`src/tase_pkg.sv`:
```
// Package for the trap and abort syndrome encoder.
// Assumes a single core clock domain; shared by the encoder and its bench.
package tase_pkg;
    // Exception class codes
    localparam logic [5:0] TASE_EC_SYSREG   = 6'h18;  // 0b011000
    localparam logic [5:0] TASE_EC_IABT_LO  = 6'h20;
    localparam logic [5:0] TASE_EC_IABT_CUR = 6'h21;
    localparam logic [5:0] TASE_EC_IMPDEF   = 6'h1F;
    // Fault code for sync external abort not on a walk
    localparam logic [5:0] TASE_FC_SYNC_EXT = 6'h10;
    // Error type encodings
    localparam logic [1:0] TASE_SET_UER     = 2'h0;
    localparam logic [1:0] TASE_SET_UC      = 2'h2;
    localparam logic [1:0] TASE_SET_UEO     = 2'h3;
    // Syndrome field positions
    localparam int TASE_DIR_BIT   = 0;
    localparam int TASE_CRM_LO    = 1;
    localparam int TASE_RT_LO     = 5;
    localparam int TASE_CRN_LO    = 10;
    localparam int TASE_OP1_LO    = 14;
    localparam int TASE_OP2_LO    = 17;
    localparam int TASE_OP0_LO    = 20;
    localparam int TASE_STAGE1_WALK_FAULT_BIT = 7;
    localparam int TASE_EA_BIT    = 9;
    localparam int TASE_FNV_BIT   = 10;
    localparam int TASE_SET_LO    = 11;
    // Register map
    localparam logic [3:0] TASE_OFF_KCTL   = 4'h0;  // kernel_sys_control_reg trap bits
    localparam logic [3:0] TASE_OFF_HCFG   = 4'h1;  // hyp_config_reg trap bits
    localparam logic [3:0] TASE_OFF_MON    = 4'h2;  // secure/monitor debug config bits
    localparam logic [3:0] TASE_OFF_FRD    = 4'h3;  // fine_read_trap_reg
    localparam logic [3:0] TASE_OFF_FWR    = 4'h4;  // fine_write_trap_reg
    localparam logic [3:0] TASE_OFF_SYND   = 4'h5;  // last syndrome + class
    localparam logic [3:0] TASE_OFF_STAT   = 4'h6;  // last target level, count
    localparam logic [31:0] TASE_CFG_RESET = 32'h0000_0000;

    // Target levels
    typedef enum logic [1:0] {
        TASE_LVL_NONE = 2'b00,
        TASE_LVL_KERN = 2'b01,
        TASE_LVL_HYP  = 2'b10,
        TASE_LVL_MON  = 2'b11
    } tase_level_type;

    // Kinds of system access the pipeline reports
    typedef enum logic [2:0] {
        TASE_ACC_CACHE_MAINT = 3'b000,
        TASE_ACC_CACHE_TYPE  = 3'b001,
        TASE_ACC_ZERO_BLOCK  = 3'b010,
        TASE_ACC_INT_MASK    = 3'b011,
        TASE_ACC_TLB_MAINT   = 3'b100,
        TASE_ACC_ID_GROUP    = 3'b101,
        TASE_ACC_DEBUG       = 3'b110,
        TASE_ACC_FINE_REG    = 3'b111
    } tase_acc_type;

    // Issued system-register transfer from the pipeline
    typedef struct packed {
        logic         valid;
        logic [1:0]   cur_level;     // 0 user,1 kernel,2 hyp,3 monitor
        tase_acc_type kind;
        logic [1:0]   id_group;      // 1..3 for ID-group accesses
        logic [4:0]   fine_index;    // selects a bit of the fine trap registers
        logic         cache_ctl;     // enhanced cache-control operation
        logic [1:0]   op0;
        logic [2:0]   op2;
        logic [2:0]   op1;
        logic [3:0]   major_sysreg_field;
        logic [4:0]   rt;
        logic [3:0]   minor_sysreg_field;
        logic         is_read;
    } tase_sysreq_type;

    // Instruction abort report from the fetch side
    typedef struct packed {
        logic       valid;
        logic       from_lower;
        logic [5:0] fault_code;
        logic [1:0] err_state;
        logic       addr_unknown;
        logic       is_external;
        logic       ext_class;
        logic       stage2;
        logic       s1_walk;
    } tase_abort_type;

    // Implementation-defined exception to the monitor level
    typedef struct packed {
        logic        valid;
        logic [24:0] detail;
    } tase_impdef_type;

    // Recorded syndrome
    typedef struct packed {
        logic [5:0]  exception_class;
        logic [24:0] syndrome_detail;
    } tase_synd_type;
endpackage

```
`src/tase_encoder.sv`:
```
// Trap and abort syndrome encoder: decides system-register traps, builds the
// 25-bit syndrome detail and class, and records them in one cycle.
// Assumes pipeline inputs are synchronous to core_clk; several valid events resolve by priority.
// Function
// RQ1: Trapped transfer puts its general register number in bits 9:5.
// RQ2: Trapped transfer copies the minor register-select field into bits 4:1.
// RQ3: Bit 0 is 0 for a trapped write, 1 for a trapped read.
// RQ4: Syndrome fields are not initialised by reset.
// RQ5: System-register and system-instruction traps use class 0b011000.
// RQ6: Kernel control bits trap user cache, cache-type, zero-block, mask accesses.
// RQ7: Hypervisor TLB trap bit traps lower-level TLB maintenance to hypervisor.
// RQ8: Hypervisor ID-group bits trap ID group 1, 2, 3 accesses.
// RQ9: Monitor debug trap bit sends lower-level debug accesses to monitor.
// RQ10: Hypervisor fine-trap register accesses go to monitor unless allowed.
// RQ11: Separate fine read and write trap registers select trapped accesses.
// RQ12: Enhanced trap feature adds hypervisor cache-control traps, same class.
// RQ13: Implementation-defined monitor exception may fill all of bits 24:0.
// RQ14: Abort zeroes bits 24:13 and 8, places fields at 12:11,10,9,7.
// RQ15: With reliability extension and code 0x10, error state 00, 10, 11.
// RQ16: Error type is zero for other codes or without reliability extension.
// RQ17: Sync external abort sets bit 10 when the fault address is unknown.
// RQ18: Bit 9 classifies external aborts and is zero for others.
// RQ19: Bit 7 marks stage 2 fault on stage 1 walk, else zero.
// RQ20: Transfer copies register-space selector to 21:20 and major field 13:10.
// RQ21: Fault code 0b010000 means sync external abort not on a walk.
// RQ22: Class and detail are written together in the cycle of the exception.
`timescale 1ns/1ps
module tase_encoder #(
    parameter bit RELIABILITY_EXT = 1'b1,
    parameter bit FINE_GRAIN_EXT  = 1'b1,
    parameter bit ENH_VIRT_EXT    = 1'b1
) (
    // Clock and reset
    input  wire logic                      core_clk,
    input  wire logic                      reset_n,
    // Pipeline events
    input  wire tase_pkg::tase_sysreq_type sysreq,
    input  wire tase_pkg::tase_abort_type  abort_in,
    input  wire tase_pkg::tase_impdef_type impdef_in,
    // Register port
    input  wire logic [3:0]                reg_addr,
    input  wire logic [31:0]               reg_wdata,
    input  wire logic                      reg_wr,
    input  wire logic                      reg_rd,
    output logic [31:0]                    reg_rdata,
    // Exception outputs
    output logic                           exc_taken,
    output tase_pkg::tase_level_type       exc_level,
    output tase_pkg::tase_synd_type        synd_out
);
    import tase_pkg::*;

    // Configuration registers
    logic [31:0]    kctl_reg;   // [0] cache maint,[1] cache type,[2] zero,[3] mask
    logic [31:0]    hcfg_reg;   // [0] tlb,[3:1] id groups,[4] cache ctl
    logic [31:0]    mon_reg;    // [0] debug trap,[1] fine_trap_allow
    logic [31:0]    frd_reg;
    logic [31:0]    fwr_reg;
    logic [7:0]     count_reg;
    tase_synd_type  synd_next;
    tase_level_type lvl_next;
    logic           take_next;

    // Software writes; only these steer the trap decision
    always_ff @(posedge core_clk) begin
        if (!reset_n) begin
            kctl_reg <= TASE_CFG_RESET;
            hcfg_reg <= TASE_CFG_RESET;
            mon_reg  <= TASE_CFG_RESET;
            frd_reg  <= TASE_CFG_RESET;
            fwr_reg  <= TASE_CFG_RESET;
        end else if (reg_wr) begin
            case (reg_addr)
                TASE_OFF_KCTL: kctl_reg <= reg_wdata;
                TASE_OFF_HCFG: hcfg_reg <= reg_wdata;
                TASE_OFF_MON:  mon_reg  <= reg_wdata;
                TASE_OFF_FRD:  frd_reg  <= reg_wdata;
                TASE_OFF_FWR:  fwr_reg  <= reg_wdata;
                default: ;
            endcase
        end
    end

    // Trap decision for system-register transfers
    function automatic tase_level_type trap_level(input tase_sysreq_type r);
        tase_level_type l;
        logic           user;
        logic           lower;
        l     = TASE_LVL_NONE;
        user  = (r.cur_level == 2'd0);
        lower = (r.cur_level < 2'd2);
        case (r.kind)
            TASE_ACC_CACHE_MAINT, TASE_ACC_CACHE_TYPE,
            TASE_ACC_ZERO_BLOCK, TASE_ACC_INT_MASK: begin
                // Kernel controls act on user-level code only [RQ6]
                if (user && kctl_reg[r.kind[1:0]]) begin
                    l = TASE_LVL_KERN;
                end
                if (ENH_VIRT_EXT && lower && r.cache_ctl && hcfg_reg[4]) begin
                    l = TASE_LVL_HYP;  // [RQ12]
                end
            end
            TASE_ACC_TLB_MAINT: begin
                if (lower && hcfg_reg[0]) begin
                    l = TASE_LVL_HYP;  // [RQ7]
                end
                if (ENH_VIRT_EXT && lower && r.cache_ctl && hcfg_reg[4]) begin
                    l = TASE_LVL_HYP;  // [RQ12]
                end
            end
            TASE_ACC_ID_GROUP: begin
                if (lower && r.id_group != 2'd0 && hcfg_reg[r.id_group]) begin
                    l = TASE_LVL_HYP;  // [RQ8]
                end
            end
            TASE_ACC_DEBUG: begin
                if (r.cur_level != 2'd3 && mon_reg[0]) begin
                    l = TASE_LVL_MON;  // [RQ9]
                end
            end
            TASE_ACC_FINE_REG: begin
                if (FINE_GRAIN_EXT) begin
                    if (r.cur_level == 2'd2 && !mon_reg[1]) begin
                        l = TASE_LVL_MON;  // [RQ10]
                    end else if (lower && (r.is_read ? frd_reg[r.fine_index]
                                                     : fwr_reg[r.fine_index])) begin
                        l = TASE_LVL_HYP;  // [RQ11]
                    end
                end
            end
            default: l = TASE_LVL_NONE;
        endcase
        return l;
    endfunction

    // Error type for aborts; zero unless reliability ext and code 0x10
    function automatic logic [1:0] err_type(input tase_abort_type a);
        logic [1:0] e;
        e = 2'h0;
        if (RELIABILITY_EXT && a.fault_code == TASE_FC_SYNC_EXT) begin  // [RQ15]
            case (a.err_state)
                TASE_SET_UC:  e = TASE_SET_UC;
                TASE_SET_UEO: e = TASE_SET_UEO;
                default:      e = TASE_SET_UER;  // Reserved code folds to recoverable
            endcase
        end
        return e;  // [RQ16]
    endfunction

    // Syndrome build; monitor impdef wins, then abort, then trap
    always_comb begin
        tase_level_type tl;
        tl        = trap_level(sysreq);
        synd_next = '0;
        lvl_next  = TASE_LVL_NONE;
        take_next = 1'b0;
        if (impdef_in.valid) begin
            synd_next.exception_class = TASE_EC_IMPDEF;
            synd_next.syndrome_detail = impdef_in.detail;  // [RQ13]
            lvl_next  = TASE_LVL_MON;
            take_next = 1'b1;
        end else if (abort_in.valid) begin
            // Bits 24:13 and 8 stay zero [RQ14]
            synd_next.exception_class = abort_in.from_lower ? TASE_EC_IABT_LO
                                                            : TASE_EC_IABT_CUR;
            synd_next.syndrome_detail[TASE_SET_LO +: 2] = err_type(abort_in);
            // Address-invalid only for code 0x10 [RQ17] [RQ21]
            synd_next.syndrome_detail[TASE_FNV_BIT] =
                (abort_in.fault_code == TASE_FC_SYNC_EXT) && abort_in.addr_unknown;
            synd_next.syndrome_detail[TASE_EA_BIT] =
                abort_in.is_external && abort_in.ext_class;  // [RQ18]
            synd_next.syndrome_detail[TASE_STAGE1_WALK_FAULT_BIT] =
                abort_in.stage2 && abort_in.s1_walk;  // [RQ19]
            synd_next.syndrome_detail[5:0] = abort_in.fault_code;
            lvl_next  = abort_in.from_lower ? TASE_LVL_HYP : TASE_LVL_KERN;
            take_next = 1'b1;
        end else if (sysreq.valid && tl != TASE_LVL_NONE) begin
            synd_next.exception_class = TASE_EC_SYSREG;  // [RQ5]
            synd_next.syndrome_detail[TASE_OP0_LO +: 2] = sysreq.op0;  // [RQ20]
            synd_next.syndrome_detail[TASE_OP2_LO +: 3] = sysreq.op2;
            synd_next.syndrome_detail[TASE_OP1_LO +: 3] = sysreq.op1;
            synd_next.syndrome_detail[TASE_CRN_LO +: 4] = sysreq.major_sysreg_field;  // [RQ20]
            synd_next.syndrome_detail[TASE_RT_LO +: 5]  = sysreq.rt;   // [RQ1]
            synd_next.syndrome_detail[TASE_CRM_LO +: 4] = sysreq.minor_sysreg_field;  // [RQ2]
            synd_next.syndrome_detail[TASE_DIR_BIT]     = sysreq.is_read;  // [RQ3]
            lvl_next  = tl;
            take_next = 1'b1;
        end
    end

    // Syndrome store: no reset, so fields hold unknown until first exception [RQ4]
    always_ff @(posedge core_clk) begin
        if (take_next) begin
            synd_out <= synd_next;  // Class and detail together [RQ22]
        end
    end

    // Exception strobe and target level
    always_ff @(posedge core_clk) begin
        if (!reset_n) begin
            exc_taken <= 1'b0;
            exc_level <= TASE_LVL_NONE;
            count_reg <= 8'h00;
        end else begin
            exc_taken <= take_next;
            if (take_next) begin
                exc_level <= lvl_next;
                count_reg <= count_reg + 8'h01;
            end
        end
    end

    // Read port, data one cycle after the strobe; unmapped reads zero
    always_ff @(posedge core_clk) begin
        if (!reset_n) begin
            reg_rdata <= 32'h0000_0000;
        end else if (reg_rd) begin
            case (reg_addr)
                TASE_OFF_KCTL: reg_rdata <= kctl_reg;
                TASE_OFF_HCFG: reg_rdata <= hcfg_reg;
                TASE_OFF_MON:  reg_rdata <= mon_reg;
                TASE_OFF_FRD:  reg_rdata <= frd_reg;
                TASE_OFF_FWR:  reg_rdata <= fwr_reg;
                TASE_OFF_SYND: reg_rdata <= {1'b0, synd_out};
                TASE_OFF_STAT: reg_rdata <= {22'h0, exc_level, count_reg};
                default:       reg_rdata <= 32'h0000_0000;
            endcase
        end else begin
            reg_rdata <= 32'h0000_0000;
        end
    end

    // Checks
    a_sys_class: assert property (@(posedge core_clk) disable iff (!reset_n)
        take_next && !impdef_in.valid && !abort_in.valid |=>
        exc_taken && synd_out.exception_class == TASE_EC_SYSREG)  // [RQ5]
        else $error("trap class wrong");
    a_sys_fields: assert property (@(posedge core_clk) disable iff (!reset_n)
        take_next && !impdef_in.valid && !abort_in.valid |=>
        synd_out.syndrome_detail[9:5] == $past(sysreq.rt) &&
        synd_out.syndrome_detail[4:1] == $past(sysreq.minor_sysreg_field))  // [RQ1]
        else $error("rt or crm field wrong");
    a_sys_dir: assert property (@(posedge core_clk) disable iff (!reset_n)
        take_next && !impdef_in.valid && !abort_in.valid |=>
        synd_out.syndrome_detail[0] == $past(sysreq.is_read))  // [RQ3]
        else $error("direction bit wrong");
    a_sys_space: assert property (@(posedge core_clk) disable iff (!reset_n)
        take_next && !impdef_in.valid && !abort_in.valid |=>
        synd_out.syndrome_detail[21:20] == $past(sysreq.op0) &&
        synd_out.syndrome_detail[13:10] == $past(sysreq.major_sysreg_field))  // [RQ20]
        else $error("op0 or crn field wrong");
    a_tlb_trap: assert property (@(posedge core_clk) disable iff (!reset_n)
        sysreq.valid && !impdef_in.valid && !abort_in.valid &&
        sysreq.kind == TASE_ACC_TLB_MAINT && sysreq.cur_level < 2'd2 && hcfg_reg[0]
        |=> exc_taken && exc_level == TASE_LVL_HYP)  // [RQ7]
        else $error("tlb trap missed");
    a_dbg_trap: assert property (@(posedge core_clk) disable iff (!reset_n)
        sysreq.valid && !impdef_in.valid && !abort_in.valid &&
        sysreq.kind == TASE_ACC_DEBUG && sysreq.cur_level != 2'd3 && mon_reg[0]
        |=> exc_taken && exc_level == TASE_LVL_MON)  // [RQ9]
        else $error("debug trap missed");
    a_abt_zero: assert property (@(posedge core_clk) disable iff (!reset_n)
        abort_in.valid && !impdef_in.valid |=>
        synd_out.syndrome_detail[24:13] == 12'h000 && !synd_out.syndrome_detail[8])
        else $error("abort reserved bits set");  // [RQ14]
    a_abt_set: assert property (@(posedge core_clk) disable iff (!reset_n)
        abort_in.valid && !impdef_in.valid && abort_in.fault_code != TASE_FC_SYNC_EXT
        |=> synd_out.syndrome_detail[12:10] == 3'h0)  // [RQ16]
        else $error("error type or fnv set for other code");
    a_abt_walk: assert property (@(posedge core_clk) disable iff (!reset_n)
        abort_in.valid && !impdef_in.valid && !abort_in.stage2
        |=> !synd_out.syndrome_detail[7])  // [RQ19]
        else $error("walk flag set on non stage 2 fault");
    a_abt_ea: assert property (@(posedge core_clk) disable iff (!reset_n)
        abort_in.valid && !impdef_in.valid && !abort_in.is_external
        |=> !synd_out.syndrome_detail[9])  // [RQ18]
        else $error("external class set on non external abort");
    a_impdef_copy: assert property (@(posedge core_clk) disable iff (!reset_n)
        impdef_in.valid |=> synd_out.syndrome_detail == $past(impdef_in.detail)
        && exc_level == TASE_LVL_MON)  // [RQ13]
        else $error("impdef syndrome wrong");
    c_sys_trap: cover property (@(posedge core_clk) disable iff (!reset_n)
        exc_taken && synd_out.exception_class == TASE_EC_SYSREG);
    c_abort_ext: cover property (@(posedge core_clk) disable iff (!reset_n)
        exc_taken && synd_out.syndrome_detail[10]);
    c_fine_trap: cover property (@(posedge core_clk) disable iff (!reset_n)
        sysreq.valid && sysreq.kind == TASE_ACC_FINE_REG ##1 exc_taken);
    c_impdef: cover property (@(posedge core_clk) disable iff (!reset_n)
        impdef_in.valid ##1 exc_taken);
endmodule

```
`config.mk`:
```
export PLATFORM = sky130hd
export DESIGN_NAME = tase_encoder
export DESIGN_NICKNAME = d
export VERILOG_FILES = /design/src/tase_pkg.sv /design/src/tase_encoder.sv
export SDC_FILE = /design/constraint.sdc
export NUM_CORES = 1
export LEC_CHECK = 0
export BUFFER_PORTS_ARGS = -buffer_cell sky130_fd_sc_hd__buf_4
export CORE_MARGIN = 2
export CORE_UTILIZATION = 55
export CTS_CLUSTER_DIAMETER = 150
export DETAILED_ROUTE_END_ITERATION = 8
export GPL_TIMING_DRIVEN = 0
export HOLD_SLACK_MARGIN = 0.06
export PLACE_DENSITY = 0.87
export REMOVE_ABC_BUFFERS = 1
export SYNTH_ARGS = -nofsm -noshare
export SYNTH_HDL_FRONTEND = slang
export SYNTH_SLANG_ARGS = --single-unit
export TNS_END_PERCENT = 50
```
`constraint.sdc`:
```
create_clock -name core_clk -period 9.85 [get_ports core_clk]
set_input_delay 1.4775 -clock core_clk [delete_from_list [all_inputs] [get_ports core_clk]]
set_output_delay 1.4775 -clock core_clk [all_outputs]
set_load 0.01 [all_outputs]
```
==> flow_metrics.tcl <==
set metrics [dict create \
    status "finished, final reports clean" \
    place_inst 1448 \
    finalPower_mw 2.15 \
    path_max_fanout 29 \
    dp_slack_ns 4.38 \
    endpoint_kind "flip-flop" \
    grt_max_degree 92 \
    initial_utilization_pct 56.4 \
    async_flop_share_pct 0 \
    ys.warnings.count 0 \
    synth-simple-area-share_pct 17.1 \
    gr-total-overflow 0 \
    setup_viol 0 \
    worstPathRequired_ns 9.97 \
    fin_area_mm2 0.0121 \
    routed_wl_mm 31.4 \
    cts-resized-gates 0 \
    period_needed_ns 4.64 \
    skew_ns 0.0209 \
    ys.flop_type "dfxtp_1" \
    relSlewSlack_pct 4.24 \
    crit_type "input port to flip-flop" \
    switchingPower_uw 504 \
    wl_per_cell_um 21.0 \
    leakagePower_nw 4.32 \
    coreArea_mm2 0.0173 \
    io_pins 183 \
    vias_per_cell 6.33 \
    syn_inst 1118 \
    dp_hpwl_mm 19.8 \
    die_area_mm2 0.0188 \
    syn_avg_cell_area_um2 8.72 \
    path_clk_slew_ns 0.06 \
    drc_errors 0 \
    peakVddDrop_mv 0.135 \
    fin_setup_tns_ns 0 \
    synth_area_leaders "dfxtp_1 (42%), nand2_1 (13%), edfxtp_1 (8.9%)" \
    first_pass_iters 8 \
    muxShareOfSynthArea_pct 5.31 \
    synth_edf_count 29 \
    p_per_area_mw_per_mm2 177 \
    pwr-share-seq_pct 47.1 \
    p_sw_share_pct 23.5 \
    p_clk_share_pct 44.2 \
    holdBufCountCts 0 \
    port_buffers 182 \
    area_growth_pct 24.2 \
    h-tree-depth 1 \
    whs_path_depth 2 \
    rsz0062_at_grt "false" \
    synthXorXnorAreaFrac_pct 0.0898 \
    synth_top_family_by_area "compound AO/OA/AOI/OAI gates" \
    drv_slew 0 \
    cts_root_buf "clkbuf_16" \
    synth_top_area_share_pct 41.7 \
    fmax_mhz 216 \
    rows 48 \
    synthTopCellsByCount "nand2_1 (338), dfxtp_1 (203), a21oi_1 (166), a22oi_1 (86), clkbuf_1 (81)" \
    synth-seq-cells 232 \
    yosysMostFrequentCell "nand2_1" \
    synth_area_leader_cell "dfxtp_1" \
    grt_pass1_vias 9027 \
    min_path_type "flip-flop to flip-flop" \
    ys_seq_area_share_pct 50.6 \
    globalplace.congestion 0.862 \
    final_hold_viol_count 0 \
    critPathLaunchType "input port" \
    setup_slack_ns 5.21 \
    tightest_slew_ns 1.43 \
    final_layout_size_suffix_gt1_share_pct 21.6 \
    syn-cell-area_mm2 0.00975 \
    synth-compound-area-share_pct 22.7 \
    synth.distinct_cells 50 \
    final_cells 1491 \
    synthAdderAreaFrac_pct 0.128 \
    grt_antenna_before_repair 0 \
    die_w_um 137 \
    postRouteAntennaNets 0 \
    via_count 9431 \
    fin_crit_sh_pct 47.1 \
    chipHeight_um 137 \
    cts_tree "built" \
    arrival_ns 4.76 \
    insertion_delay_ns 0.53 \
    place_area_mm2 0.0113 \
    cts_buffer_depth 3 \
    ff2ff_path_depth 6 \
    cts_buffers 24 \
    first_iter_violations 1308 \
    numClockSinks 232 \
    power.internal_mw 1.64 \
    grt.total_usage_pct 32.9 \
    maxCapViolations 0 \
    num_antenna_cells 0 \
    combPwrFrac_pct 8.7 \
    layout.nets 1367 \
    grt_pass1_wl_mm 47.6 \
    post_cts_buffers 0 \
]
[area by class of cell]
cell class                      count  area [um^2]
Clock buffer                       36          747
Clock inverter                      7         83.8
Fill cell                        1313         5180
Inverter                           10         42.5
Multi-Input combinational cell    785         4460
Sequential cell                   232         4930
Tap cell                          225          282
Timing Repair Buffer              196         1560
[kinds of logic (layout without fill, tap and decap cells)]
logic type / after synthesis / count (layout)
buffers and inverters: 101 / 249
AO/OA/AOI/OAI: 348 / 348
XOR/XNOR: 1 / 1
AND/OR/NAND/NOR: 406 / 406
flip-flops: 232 / 232
adder cells (fa/ha/maj): 1 / 1
multiplexers: 29 / 29
[worst max-delay path, cell delays in order]
cell     delay, ns
buf_4         0.29
mux4_2        0.58
mux4_2        0.52
o21a_1        0.21
a221o_1       0.43
o32ai_4       0.66
inv_2         0.56
[worst paths after layout]
kind                                   from            to  slack (ns)
worst max-delay path             sysreq[24]  synd_out[21]        5.21
worst min-delay path            mon_reg[20]   mon_reg[20]        0.45
worst max register to register  frd_reg[12]  synd_out[21]        6.21
worst min register to register  mon_reg[20]   mon_reg[20]        0.45
[power by group through the flow]
stage / registers [mW] / clock network [mW] / logic (mW)
after detailed placement: 1.03 / 0 / 0.183
after global placement: 1.03 / 0 / 0.174
final: 1.01 / 0.949 / 0.188
after floorplan: 1.03 / 0 / 0.0594
after CTS: 1.01 / 0.948 / 0.185
after global routing: 1.01 / 0.984 / 0.199
[per-layer routing]
layer,GRT usage [%],up-vias,wire length [um]
li1,-,4240,-
met1,41.6,4414,11300
met2,54.1,663,14800
met3,6.51,114,4000
met4,15.6,0,1270
met5,0,-,0
[metrics by stage]
stage	util, %	hold slack (ns)
floorplan	-	0.434
global placement	63.8	0.441
detailed placement	65.2	0.447
CTS	70.0	0.455
global route	70.0	0.471
finish	70.0	0.455
[cell usage in the layout (no fill, tap or decap), drive strengths merged, types with 3 or more instances in the layout]
cell	n
a211oi	4
a21o	8
a21oi	166
a221o	5
a222oi	6
a22o	19
a22oi	86
a31oi	33
and2	9
and3	3
buf	196
clkbuf	36
clkinv	5
dfxtp	203
edfxtp	29
inv	10
mux2i	9
mux4	18
nand2	338
nand2b	3
nand3	8
nand4	3
nand4b	3
nor2	14
nor2b	5
nor3	5
o21a	3
o21ai	11
or3	5
Note: power is estimated with default switching activity, not from simulation.
